**src/cpsc_pkg.sv**
```systemverilog
/*
  package for the clock prescale and sleep control block: register map,
  field positions, reset values, sleep mode encodings and timing counts.
  assumes a 32-bit apb register bus with one register per aligned word.
*/
package cpsc_pkg;

  // register indices (printed offset kept, byte address is four times it)
  localparam logic [7:0] CPSC_IDX_DIVCTL = 8'h61;
  localparam logic [7:0] CPSC_IDX_TRIM = 8'h62;
  localparam logic [7:0] CPSC_IDX_SLEEP = 8'h63;
  localparam logic [7:0] CPSC_IDX_STATUS = 8'h64;
  localparam logic [11:0] CPSC_ADDR_DIVCTL = {2'h0, CPSC_IDX_DIVCTL, 2'h0};
  localparam logic [11:0] CPSC_ADDR_TRIM = {2'h0, CPSC_IDX_TRIM, 2'h0};
  localparam logic [11:0] CPSC_ADDR_SLEEP = {2'h0, CPSC_IDX_SLEEP, 2'h0};
  localparam logic [11:0] CPSC_ADDR_STATUS = {2'h0, CPSC_IDX_STATUS, 2'h0};

  // divide control fields
  localparam int CPSC_DIVCTL_CE_BIT = 7;
  localparam logic [3:0] CPSC_DIV_RESET_PLAIN = 4'h0;
  localparam logic [3:0] CPSC_DIV_RESET_DIV8 = 4'h3;
  localparam logic [3:0] CPSC_DIV_MAX_CODE = 4'h8;

  // sleep control fields
  localparam int CPSC_SLEEP_EN_BIT = 0;
  localparam int CPSC_SLEEP_MODE_LSB = 1;
  localparam int CPSC_SLEEP_BODS_BIT = 4;

  // timing counts in cycles of the undivided clock
  localparam logic [2:0] CPSC_CE_WINDOW_CYC = 3'h4;
  localparam logic [2:0] CPSC_WAKE_HOLD_CYC = 3'h4;

  typedef enum logic [2:0] {
    CPSC_SM_IDLE = 3'h0,
    CPSC_SM_NOISE = 3'h1,
    CPSC_SM_PDOWN = 3'h2,
    CPSC_SM_PSAVE = 3'h3,
    CPSC_SM_STBY = 3'h6,
    CPSC_SM_XSTBY = 3'h7
  } cpsc_mode_t;

  // clock gate bundle handed to the clock tree
  typedef struct packed {
    logic cpu;
    logic flash;
    logic io;
    logic adc;
    logic asy;
    logic main_osc;
    logic timer_osc;
  } cpsc_gates_t;

  // wake source bundle from the interrupt logic
  typedef struct packed {
    logic ext_irq_level;
    logic ext_irq_edge;
    logic pin_change;
    logic twi_match;
    logic timer2;
    logic nvm_ready;
    logic adc_done;
    logic watchdog;
    logic other_io;
  } cpsc_wake_t;

endpackage

```
**src/cpsc_top.sv**
```systemverilog
/*
  clock prescale and sleep control: oscillator trim register, protected
  system clock divider, sleep mode clock gating and wake-up sequencing.
  assumes an apb master on pclk (the undivided master clock), a cpu that
  pulses sleep_instr when it executes its sleep instruction, and wake
  source levels synchronous to pclk.
*/
// Local design decision: the APB register port.
// Functional notes
// - trim loads factory value on every reset
// - trim top bit selects frequency range
// - low seven trim bits tune monotonically
// - divider changes only while enable set
// - enable sets only with other bits zero
// - enable clears after four cycles or write
// - rewriting enable neither restarts nor clears
// - divide by two to the select power
// - reset select follows divide by eight fuse
// - any select loadable after reset
// - divided clock feeds cpu and peripherals
// - divide control layout and read zeros
// - sleep needs enable bit plus instruction
// - three bit sleep mode encoding
// - per mode clock domain gating
// - async timer alive in sleep only in async mode
// - external pins wake when level, edge in idle only
// - cpu held four cycles after startup
// - sleep leaves register file untouched
// - reset during sleep restarts at vector
// - brownout disable only in deep modes
`timescale 1ns/1ps

module cpsc_top
  import cpsc_pkg::*;
#(
  parameter logic [7:0] FACTORY_TRIM = 8'h80
) (
  input wire logic pclk,
  input wire logic presetn,
  input wire logic psel,
  input wire logic penable,
  input wire logic pwrite,
  input wire logic [11:0] paddr,
  input wire logic [31:0] pwdata,
  input wire logic [3:0] pstrb,
  output logic [31:0] prdata,
  output logic pready,
  output logic pslverr,
  input wire logic initial_div8_fuse,
  input wire logic sleep_instr,
  input wire logic timer2_async,
  input wire logic osc_stable,
  input wire cpsc_wake_t wake_src,
  output logic [7:0] oscillator_trim,
  output logic sys_clk_en,
  output cpsc_gates_t clk_gates,
  output logic cpu_halt,
  output logic asleep,
  output logic osc_restart,
  output logic brownout_detector_off,
  output logic wake_irq
);

  typedef enum logic [1:0] {ST_RUN, ST_SLEEP, ST_START, ST_HOLD} cpsc_state_t;

  // decode a register hit for a given byte address
  function automatic logic hit(input logic [11:0] a, input logic [11:0] ref_a);
    hit = (a == ref_a);
  endfunction

  // register state
  logic [7:0] oscillator_trim_r;
  logic [3:0] divide_select_r;
  logic divide_change_enable_r;
  logic [2:0] ce_cnt_r;
  logic sleep_enable_bit_r;
  logic [2:0] sleep_mode_r;
  logic bods_r;
  logic fuse_loaded_r;
  logic [7:0] div_cnt_r;
  logic sys_clk_en_r;
  cpsc_state_t state_r;
  cpsc_state_t state_nxt;
  logic [2:0] hold_cnt_r;
  logic wake_irq_r;

  // bus access decode
  wire wr_acc = psel & penable & pwrite;
  wire wr_low = wr_acc & pstrb[0];
  wire hit_div = hit(paddr, CPSC_ADDR_DIVCTL);
  wire hit_trim = hit(paddr, CPSC_ADDR_TRIM);
  wire hit_sleep = hit(paddr, CPSC_ADDR_SLEEP);
  wire hit_stat = hit(paddr, CPSC_ADDR_STATUS);
  wire mapped = hit_div | hit_trim | hit_sleep | hit_stat;
  wire [7:0] wbyte = pwdata[7:0];

  assign pready = 1'b1;
  assign pslverr = psel & penable & ~mapped;

  // divide control write classification
  wire div_wr = wr_low & hit_div;
  wire ce_only_wr = div_wr & (wbyte == 8'h80);
  wire ps_wr = div_wr & ~wbyte[CPSC_DIVCTL_CE_BIT];
  wire ps_ok = ps_wr & divide_change_enable_r;
  wire [3:0] ps_new = wbyte[3:0];

  // oscillator trim, factory value on reset, software may overwrite
  always_ff @(posedge pclk or negedge presetn) begin
    if (!presetn) begin
      oscillator_trim_r <= FACTORY_TRIM;
    end else if (wr_low & hit_trim) begin
      oscillator_trim_r <= wbyte;
    end
  end
  // bit 7 picks range, bits 6:0 tune; passed straight to the oscillator
  assign oscillator_trim = oscillator_trim_r;

  // change enable with a non-restartable four cycle window
  always_ff @(posedge pclk or negedge presetn) begin
    if (!presetn) begin
      divide_change_enable_r <= 1'b0;
      ce_cnt_r <= 3'h0;
    end else if (divide_change_enable_r) begin
      if (ps_wr || ce_cnt_r == CPSC_CE_WINDOW_CYC - 3'h1) begin
        divide_change_enable_r <= 1'b0;
      end
      ce_cnt_r <= ce_cnt_r + 3'h1;
    end else if (ce_only_wr) begin
      divide_change_enable_r <= 1'b1;
      ce_cnt_r <= 3'h0;
    end
  end

  // divider select; fuse sampled at first edge after reset release
  always_ff @(posedge pclk or negedge presetn) begin
    if (!presetn) begin
      divide_select_r <= CPSC_DIV_RESET_PLAIN;
      fuse_loaded_r <= 1'b0;
    end else if (!fuse_loaded_r) begin
      fuse_loaded_r <= 1'b1;
      divide_select_r <= initial_div8_fuse ? CPSC_DIV_RESET_DIV8 : CPSC_DIV_RESET_PLAIN;
    end else if (ps_ok) begin
      divide_select_r <= ps_new;
    end
  end

  // reserved codes clamp to the largest factor
  wire [3:0] div_eff = (divide_select_r > CPSC_DIV_MAX_CODE) ? CPSC_DIV_MAX_CODE
                                                            : divide_select_r;
  wire [8:0] div_factor = 9'h001 << div_eff;
  wire [7:0] div_last = 8'(div_factor - 9'h001);

  // prescaler: one-cycle enable every 2^n master cycles
  always_ff @(posedge pclk or negedge presetn) begin
    if (!presetn) begin
      div_cnt_r <= 8'h00;
      sys_clk_en_r <= 1'b0;
    end else if (div_cnt_r >= div_last) begin
      div_cnt_r <= 8'h00;
      sys_clk_en_r <= 1'b1;
    end else begin
      div_cnt_r <= div_cnt_r + 8'h01;
      sys_clk_en_r <= 1'b0;
    end
  end
  assign sys_clk_en = sys_clk_en_r;

  // sleep control register
  always_ff @(posedge pclk or negedge presetn) begin
    if (!presetn) begin
      sleep_enable_bit_r <= 1'b0;
      sleep_mode_r <= CPSC_SM_IDLE;
      bods_r <= 1'b0;
    end else if (wr_low & hit_sleep) begin
      sleep_enable_bit_r <= wbyte[CPSC_SLEEP_EN_BIT];
      sleep_mode_r <= wbyte[CPSC_SLEEP_MODE_LSB +: 3];
      bods_r <= wbyte[CPSC_SLEEP_BODS_BIT];
    end
  end

  // mode decode
  wire m_idle = sleep_mode_r == CPSC_SM_IDLE;
  wire m_noise = sleep_mode_r == CPSC_SM_NOISE;
  wire m_psave = sleep_mode_r == CPSC_SM_PSAVE;
  wire m_stby = sleep_mode_r == CPSC_SM_STBY;
  wire m_xstby = sleep_mode_r == CPSC_SM_XSTBY;
  wire m_valid = m_idle | m_noise | m_psave | m_stby | m_xstby
               | (sleep_mode_r == CPSC_SM_PDOWN);
  wire m_deep = ~(m_idle | m_noise);

  // wake qualification per mode
  wire w_shared = wake_src.twi_match | wake_src.watchdog
                | wake_src.pin_change | wake_src.ext_irq_level;
  wire w_t2 = wake_src.timer2 & (m_idle | m_psave | m_xstby
                                 | (m_noise & timer2_async));
  wire w_idle = m_idle & (wake_src.ext_irq_edge | wake_src.other_io);
  wire w_mid = (m_idle | m_noise) & (wake_src.nvm_ready | wake_src.adc_done);
  wire wake_any = w_shared | w_t2 | w_idle | w_mid;
  wire enter = sleep_instr & sleep_enable_bit_r & m_valid;

  // sleep sequencer
  always_comb begin
    state_nxt = state_r;
    case (state_r)
      ST_RUN: if (enter) state_nxt = ST_SLEEP;
      ST_SLEEP: if (wake_any) state_nxt = m_deep ? ST_START : ST_HOLD;
      ST_START: if (osc_stable) state_nxt = ST_HOLD;
      ST_HOLD: if (hold_cnt_r == CPSC_WAKE_HOLD_CYC - 3'h1) state_nxt = ST_RUN;
      default: state_nxt = ST_RUN;
    endcase
  end

  // reset aborts sleep; state returns to run and cpu restarts at vector
  always_ff @(posedge pclk or negedge presetn) begin
    if (!presetn) begin
      state_r <= ST_RUN;
      hold_cnt_r <= 3'h0;
      wake_irq_r <= 1'b0;
    end else begin
      state_r <= state_nxt;
      hold_cnt_r <= (state_r == ST_HOLD) ? hold_cnt_r + 3'h1 : 3'h0;
      wake_irq_r <= (state_r == ST_HOLD) && (state_nxt == ST_RUN);
    end
  end

  wire sleeping = state_r == ST_SLEEP;
  wire t2a = timer2_async;

  // clock gating; only clock gates, storage keeps its contents
  always_comb begin
    clk_gates = '1;
    if (state_r != ST_RUN) begin
      clk_gates.cpu = 1'b0;
      clk_gates.flash = 1'b0;
    end
    if (sleeping) begin
      clk_gates.io = m_idle;
      clk_gates.adc = m_idle | m_noise;
      clk_gates.asy = (m_idle | m_noise | m_psave | m_xstby) & t2a;
      clk_gates.main_osc = m_idle | m_noise | m_stby | m_xstby;
      clk_gates.timer_osc = (m_idle | m_noise | m_psave | m_xstby) & t2a;
    end
  end

  assign cpu_halt = state_r != ST_RUN;
  assign asleep = sleeping;
  assign osc_restart = state_r == ST_START;
  assign brownout_detector_off = sleeping & bods_r & m_deep;
  assign wake_irq = wake_irq_r;

  // read mux
  wire [7:0] rd_div = {divide_change_enable_r, 3'h0, divide_select_r};
  wire [7:0] rd_sleep = {3'h0, bods_r, sleep_mode_r, sleep_enable_bit_r};
  wire [7:0] rd_stat = {5'h00, osc_restart, cpu_halt, sleeping};
  wire [7:0] rd_byte = hit_div ? rd_div :
                       hit_trim ? oscillator_trim_r :
                       hit_sleep ? rd_sleep :
                       hit_stat ? rd_stat : 8'h00;
  assign prdata = {24'h000000, rd_byte};

endmodule

```
**config.mk**
```make
export PLATFORM = sky130hd
export DESIGN_NAME = cpsc_top
export DESIGN_NICKNAME = d
export VERILOG_FILES = /design/src/cpsc_pkg.sv /design/src/cpsc_top.sv
export SDC_FILE = /design/constraint.sdc
export NUM_CORES = 1
export LEC_CHECK = 0
export ABC_AREA = 1
export BUFFER_PORTS_ARGS = -buffer_cell sky130_fd_sc_hd__buf_2
export CORE_AREA = 2 2 75 77
export DETAILED_ROUTE_END_ITERATION = 12
export DIE_AREA = 0 0 77 79
export PLACE_DENSITY = 0.95
export SLEW_MARGIN = 20
export SYNTH_ARGS = -nofsm -noshare
export SYNTH_HDL_FRONTEND = slang
export SYNTH_SLANG_ARGS = --single-unit
```
**constraint.sdc**
```tcl
create_clock -name pclk -period 3.84 [get_ports pclk]
set_clock_uncertainty 0.15 [all_clocks]
set_input_delay 0.192 -clock pclk [delete_from_list [all_inputs] [get_ports pclk]]
set_output_delay 0.192 -clock pclk [all_outputs]
set_load 0.05 [all_outputs]
```
* Word-level counts from Yosys, hierarchy flattened *
Cells that the tools add are included.

storage, ports and cells
  register bits = 37
  latch bits = 0
  bits in writable memories = 0
  bits in read-only memories = 0
  output and inout bits = 55
  memories kept = 0

cells by class
  add/sub/neg operators = 4
  multipliers = 0
  div/mod/pow operators = 0
  order comparisons = 2
  eq/ne operators = 16
  shift-type cells = 1
  multiplexer cells = 24
  bitwise logic cells = 44
  reduce and logical (&&, ||, !) cells = 7

operators with widths
  cell                 count
  $eq 12x9->1 const B  4
  $mux 8               3
  $or 1x1->1           22
  $and 1x1->1          19
  $eq 3x2->1 const B   4
  $mux 2               6
  $mux 3               4
  $mux 4               3
  $mux 5               2
  $add 8x1->8 const B  1
  $eq 8x8->1 const B   1
  $ge 8x8->1           1
  $pmux 2 s4           1
  $shl 1x4->8 const A  1
  $sub 8x1->8 const B  1
  $add 3x1->3 const B  2
  $eq 3x3->1 const B   2
  $mux 1               5
  $eq 2x2->1 const B   2
  $gt 4x4->1 const B   1
  $logic_not 2->1      2
  $reduce_bool 2->1    2
  $eq 3x1->1 const B   1
  $logic_not 3->1      1
  5 further kinds      7

* Logic depth before layout (Yosys ltp) *
  depth after elaboration = 12
  mapped depth = 12
  gate-level depth less buffers = 11

* Worst setup path before layout *
Ideal clock, no wire load.

  path kind = register to output
  from = register state_r[1]
  to = output brownout_detector_off
  data arrival time = 2.625 ns
  data required time = 3.498 ns
  setup slack = 0.873 ns
  stages on the path, launching flop included = 4
  cells stage by stage = dfrtp_1 -> nor2_1 -> nand2_1 -> nor2_1

on the way
  cells in the longest elaborated chain, start to end = 3

RTL lines
  element                    RTL line         text
  start, declared            cpsc_top.sv:82   cpsc_state_t state_r;
  start signal, assigned     cpsc_top.sv:220  state_r <= state_nxt;
  $eq 2x1->1                 cpsc_top.sv:226  wire sleeping = state_r == ST_SLEEP;
  via asleep                 cpsc_top.sv:58   output logic asleep,
  $and 1x1->1 (2 in series)  cpsc_top.sv:248  assign brownout_detector_off = sleeping & bods_r & m_deep;
  end, declared              cpsc_top.sv:60   output logic brownout_detector_off,

The timed path passes the listed nets, and every way through them passes these cells.

* Worst setup path in the final report *
  from = register divide_select_r[2]
  to = register div_cnt_r[5]

on the way
  cells in the longest elaborated chain, start to end = 6

RTL lines
  element                 RTL line         text
  start, declared         cpsc_top.sv:73   logic [3:0] divide_select_r;
  start signal, assigned  cpsc_top.sv:141  divide_select_r <= initial_div8_fuse ? CPSC_DIV_RESET_DIV8 : CPSC_DIV_RESET_PLAIN;
  start signal, assigned  cpsc_top.sv:143  divide_select_r <= ps_new;
  $gt 4x4->1              cpsc_top.sv:148  wire [3:0] div_eff = (divide_select_r > CPSC_DIV_MAX_CODE) ? CPSC_DIV_MAX_CODE
  $mux 4 *                cpsc_top.sv:148
  $shl 1x4->8 *           cpsc_top.sv:150  wire [8:0] div_factor = 9'h001 << div_eff;
  $sub 8x1->8 *           cpsc_top.sv:151  wire [7:0] div_last = 8'(div_factor - 9'h001);
  $ge 8x8->1 *            cpsc_top.sv:158  end else if (div_cnt_r >= div_last) begin
  $mux 8 *                cpsc_top.sv:158
  end signal, assigned    cpsc_top.sv:162  div_cnt_r <= div_cnt_r + 8'h01;
  end, declared           cpsc_top.sv:80   logic [7:0] div_cnt_r;

Every way passes the cells marked *; elsewhere a longest branch is shown, timed or not.
A chain may end at the register's enable or synchronous reset.

==> results by group <==
GRT
  • Gr usage total: 19.65%
  • Vias in the first global route: 2,270
  • Largest net degree at the start of global routing: 38
  • Total grt overflow: 0
  • Antenna violations before repair: 0
  • First-pass GRT wire length: 9646 um

Final layout
  • Layout cell share with drive strength beyond 1: 23.93%
  • Area delta synth->final: 16.30%
  • Commonest non-fill, non-tap cell in the layout: nand2_1
  • Fillers: 468
  • Most frequent cells in the layout: nand2_1, buf_2, inv_1
  • # diodes: 0
  • Final instance area: 3062 sq um
  • Layout Nets: 503

Timing
  • Crit share post-route: 63.91%
  • # setup viols final: 0
  • Worst-margin pin slew: 0.8189 ns
  • Hold Violations, Final: 0
  • Unrepaired setup endpoints after global routing: no
  • Rel. slew slack: 45.41%
  • Setup_tns: 0 ns
  • Fin crit period: 2.454 ns
  • Slew Limit Fails: 0
  • Max Clk Rate: 407.4 MHz

Detailed routing
  • Total number of vias: 2,368
  • Residual DRC: 0
  • Number of iterations in the first detailed-routing pass: 4
  • Final wirelength: 5745 um
  • Iter 0 DRT Violations: 128
  • Vias per cell: 4.794
  • Post-DR wirelength/cell: 11.63 um
  • Final ANT Viol Nets: 0

Worst setup path
  • R2r setup slk: 1.39 ns
  • Setup crit end kind: flop
  • Critical path launch point type: flop
  • Arrival @ worst endpoint: 2.47 ns
  • Setup CP Type: reg -> reg
  • Max Fanout on Critical Path: 9
  • Reg2reg path depth: 10
  • Worst Setup SP: divide_select_r[2]$_DFFE_PN0P_
  • Worst EP required: 3.86 ns
  • Worst flop-to-flop path endpoint: div_cnt_r[5]$_DFF_PN0_
  • Reg-to-Reg Start: divide_select_r[2]$_DFFE_PN0P_

Floorplan
  • FP Rows: 27
  • Placeable Area: 5338 sq um
  • Initial core utilization: 49.32%
  • Die ar.: 6083 sq um
  • Die Y: 79 um
  • Die width: 77 um
  • Ports: 121

Logic synthesis
  • Avg Synthesized Cell Area: 7.500 sq um
  • EDFF count, synth: 0
  • Count of different cell masters after synthesis: 35
  • #FFs+latches synth: 37
  • Sequential area share after synthesis: 35.22%
  • Top FF cell, synth: dfrtp_1
  • Synth async-reset ratio: 100.0%
  • Post-Synthesis Cells: 351
  • Synth warnings: 0
  • Synth Cell Area: 2633 sq um

Placed design
  • HPWL Detailed: 4640 um
  • Area after DPL: 2932 sq um
  • Port Buffer Count: 68
  • Final GP Congestion: 0.8788

Clock network
  • Worst skew pair latency: 0.29 ns
  • CTS Sinks: 37
  • CTS tree: yes
  • Num CTS Buffers: 5
  • H-tree levels: 2
  • CTS clk-pin slew, worst paths: 0.08 ns
  • Post_cts resized: 0
  • Clk root buf: clkbuf_8
  • Post-CTS setup buffers: 0
  • Max Buffers Root-to-Sink: 2

Power and ir drop
  • PD cells: 418.3 nW/um^2
  • Total power: 1281 uW
  • Maximum vdd drop: 314.3 uV
  • LEAKAGE: 0.001727 uW

Run
  • Max Cap Viol: 0

Worst hold path
  • Hold endpoint: oscillator_trim[7]$_DFFE_PN1P_
  • Min-delay src: pwdata[7]
  • Hold path depth: 3
  • HP Class: in -> reg

Outcome
  • Outcome: finished, final reports clean
[stage by stage]
| stage | utilization, % | setup WS, ns | hold slack [ns] | std cells |
|---|---|---|---|---|
| 6_report | 57.36 | 1.386 | 0.007188 | 494 |
| 5_1_grt | 57.36 | 1.190 | 0.02661 | 494 |
| 4_1_cts | 57.36 | 1.368 | 0.0005368 | 494 |
| 3_5_place_dp | 54.92 | 1.398 | 0.1897 | 485 |
| 3_3_place_gp | 54.92 | 1.485 | 0.1686 | 485 |
| 2_1_floorplan | - | 0.8728 | -0.2536 | 375 |
[cell families (layout without fill, tap and decap cells)]
| family | count (synthesis) | in the layout | synth area share [%] |
|---|---|---|---|
| compound gates | 40 | 40 | 8.888 |
| xor+xnor | 8 | 8 | 2.662 |
| fa+ha+maj | 16 | 16 | 7.604 |
| buf+inv | 81 | 128 | 15.73 |
| flops | 37 | 37 | 35.22 |
| other cells | 2 | 26 | 0.2853 |
| simple gates | 167 | 167 | 29.61 |
[where the power goes]
part / switching (uW) / internal (uW)
logic: 322 / 125
clock network: 143 / 211
registers: 38.4 / 441
total: 504 / 777
[what timing repair did]
action	CTS	global route
endpoints found under the setup margin	0	0
endpoints found under the hold margin	36	0
hold buffers	1	0
[layer usage]
metal  GRT usage, %  wire length, um  vias up
li1               -                -     1203
met1          22.52             2355     1088
met2          36.40             2974       68
met3          4.432              325        9
met4          6.250               90        0
met5              0                0        -
[synthesized netlist by cell type (3+ instances only)]
| library cell | n | area [sq um] |
|---|---|---|
| nor2_1 | 42 | 157.7 |
| nand2_1 | 75 | 281.5 |
| nand3b_1 | 4 | 30.03 |
| nand3_1 | 19 | 95.09 |
| o21ai_1 | 5 | 25.02 |
| xor2_1 | 5 | 43.79 |
| ha_1 | 16 | 200.2 |
| nand4_1 | 7 | 43.79 |
| o21ai_2 | 7 | 61.31 |
| dfrtp_1 | 36 | 900.9 |
| a21oi_1 | 9 | 45.04 |
| nor2_4 | 3 | 33.78 |
| buf_4 | 27 | 202.7 |
| xnor2_1 | 3 | 26.28 |
| o21ai_0 | 16 | 80.08 |
| nand2_2 | 5 | 31.28 |
| inv_1 | 48 | 180.2 |
[worst max-delay path, stage by stage, from the launching register on]
cell and delay, ns:
dfrtp_1 0.48, nor2_1 0.22, nand2_1 0.12, ha_1 0.22, xnor2_1 0.14, ha_1 0.28, inv_1 0.05, o31ai_1 0.26
nand2_1 0.08, nand3_1 0.26, nor2_1 0.08
[flip-flops by register name (all words and copies together) (netlist names)]
signal                  count
bods_r                      1
ce_cnt_r                    3
div_cnt_r                   8
divide_change_enable_r      1
divide_select_r             4
fuse_loaded_r               1
hold_cnt_r                  3
oscillator_trim             8
sleep_enable_bit_r          1
sleep_mode_r                3
state_r                     2
sys_clk_en                  1
wake_irq                    1
[how the worst max path moves through the flow]
stage | endpoint | slack [ns]
2_1_floorplan | brownout_detector_off | 0.87
3_3_place_gp | div_cnt_r[0]$_DFF_PN0_ | 1.49
3_5_place_dp | div_cnt_r[2]$_DFF_PN0_ | 1.40
4_1_cts | div_cnt_r[4]$_DFF_PN0_ | 1.37
5_1_grt | div_cnt_r[0]$_DFF_PN0_ | 1.19
6_report | div_cnt_r[5]$_DFF_PN0_ | 1.39
[layout make-up]
class                      instances  area [sq um]  area share [%]
clock buffer                       6         82.58           2.697
sequential                        37         927.1           30.28
tap                               72         90.09           2.942
inverter                          51         192.7           6.293
timing repair buffer              69         350.3           11.44
multi-input combinational        257          1381           45.12
clock inverter                     2         37.54           1.226
No activity file was read; power rests on OpenSTA's default activity.
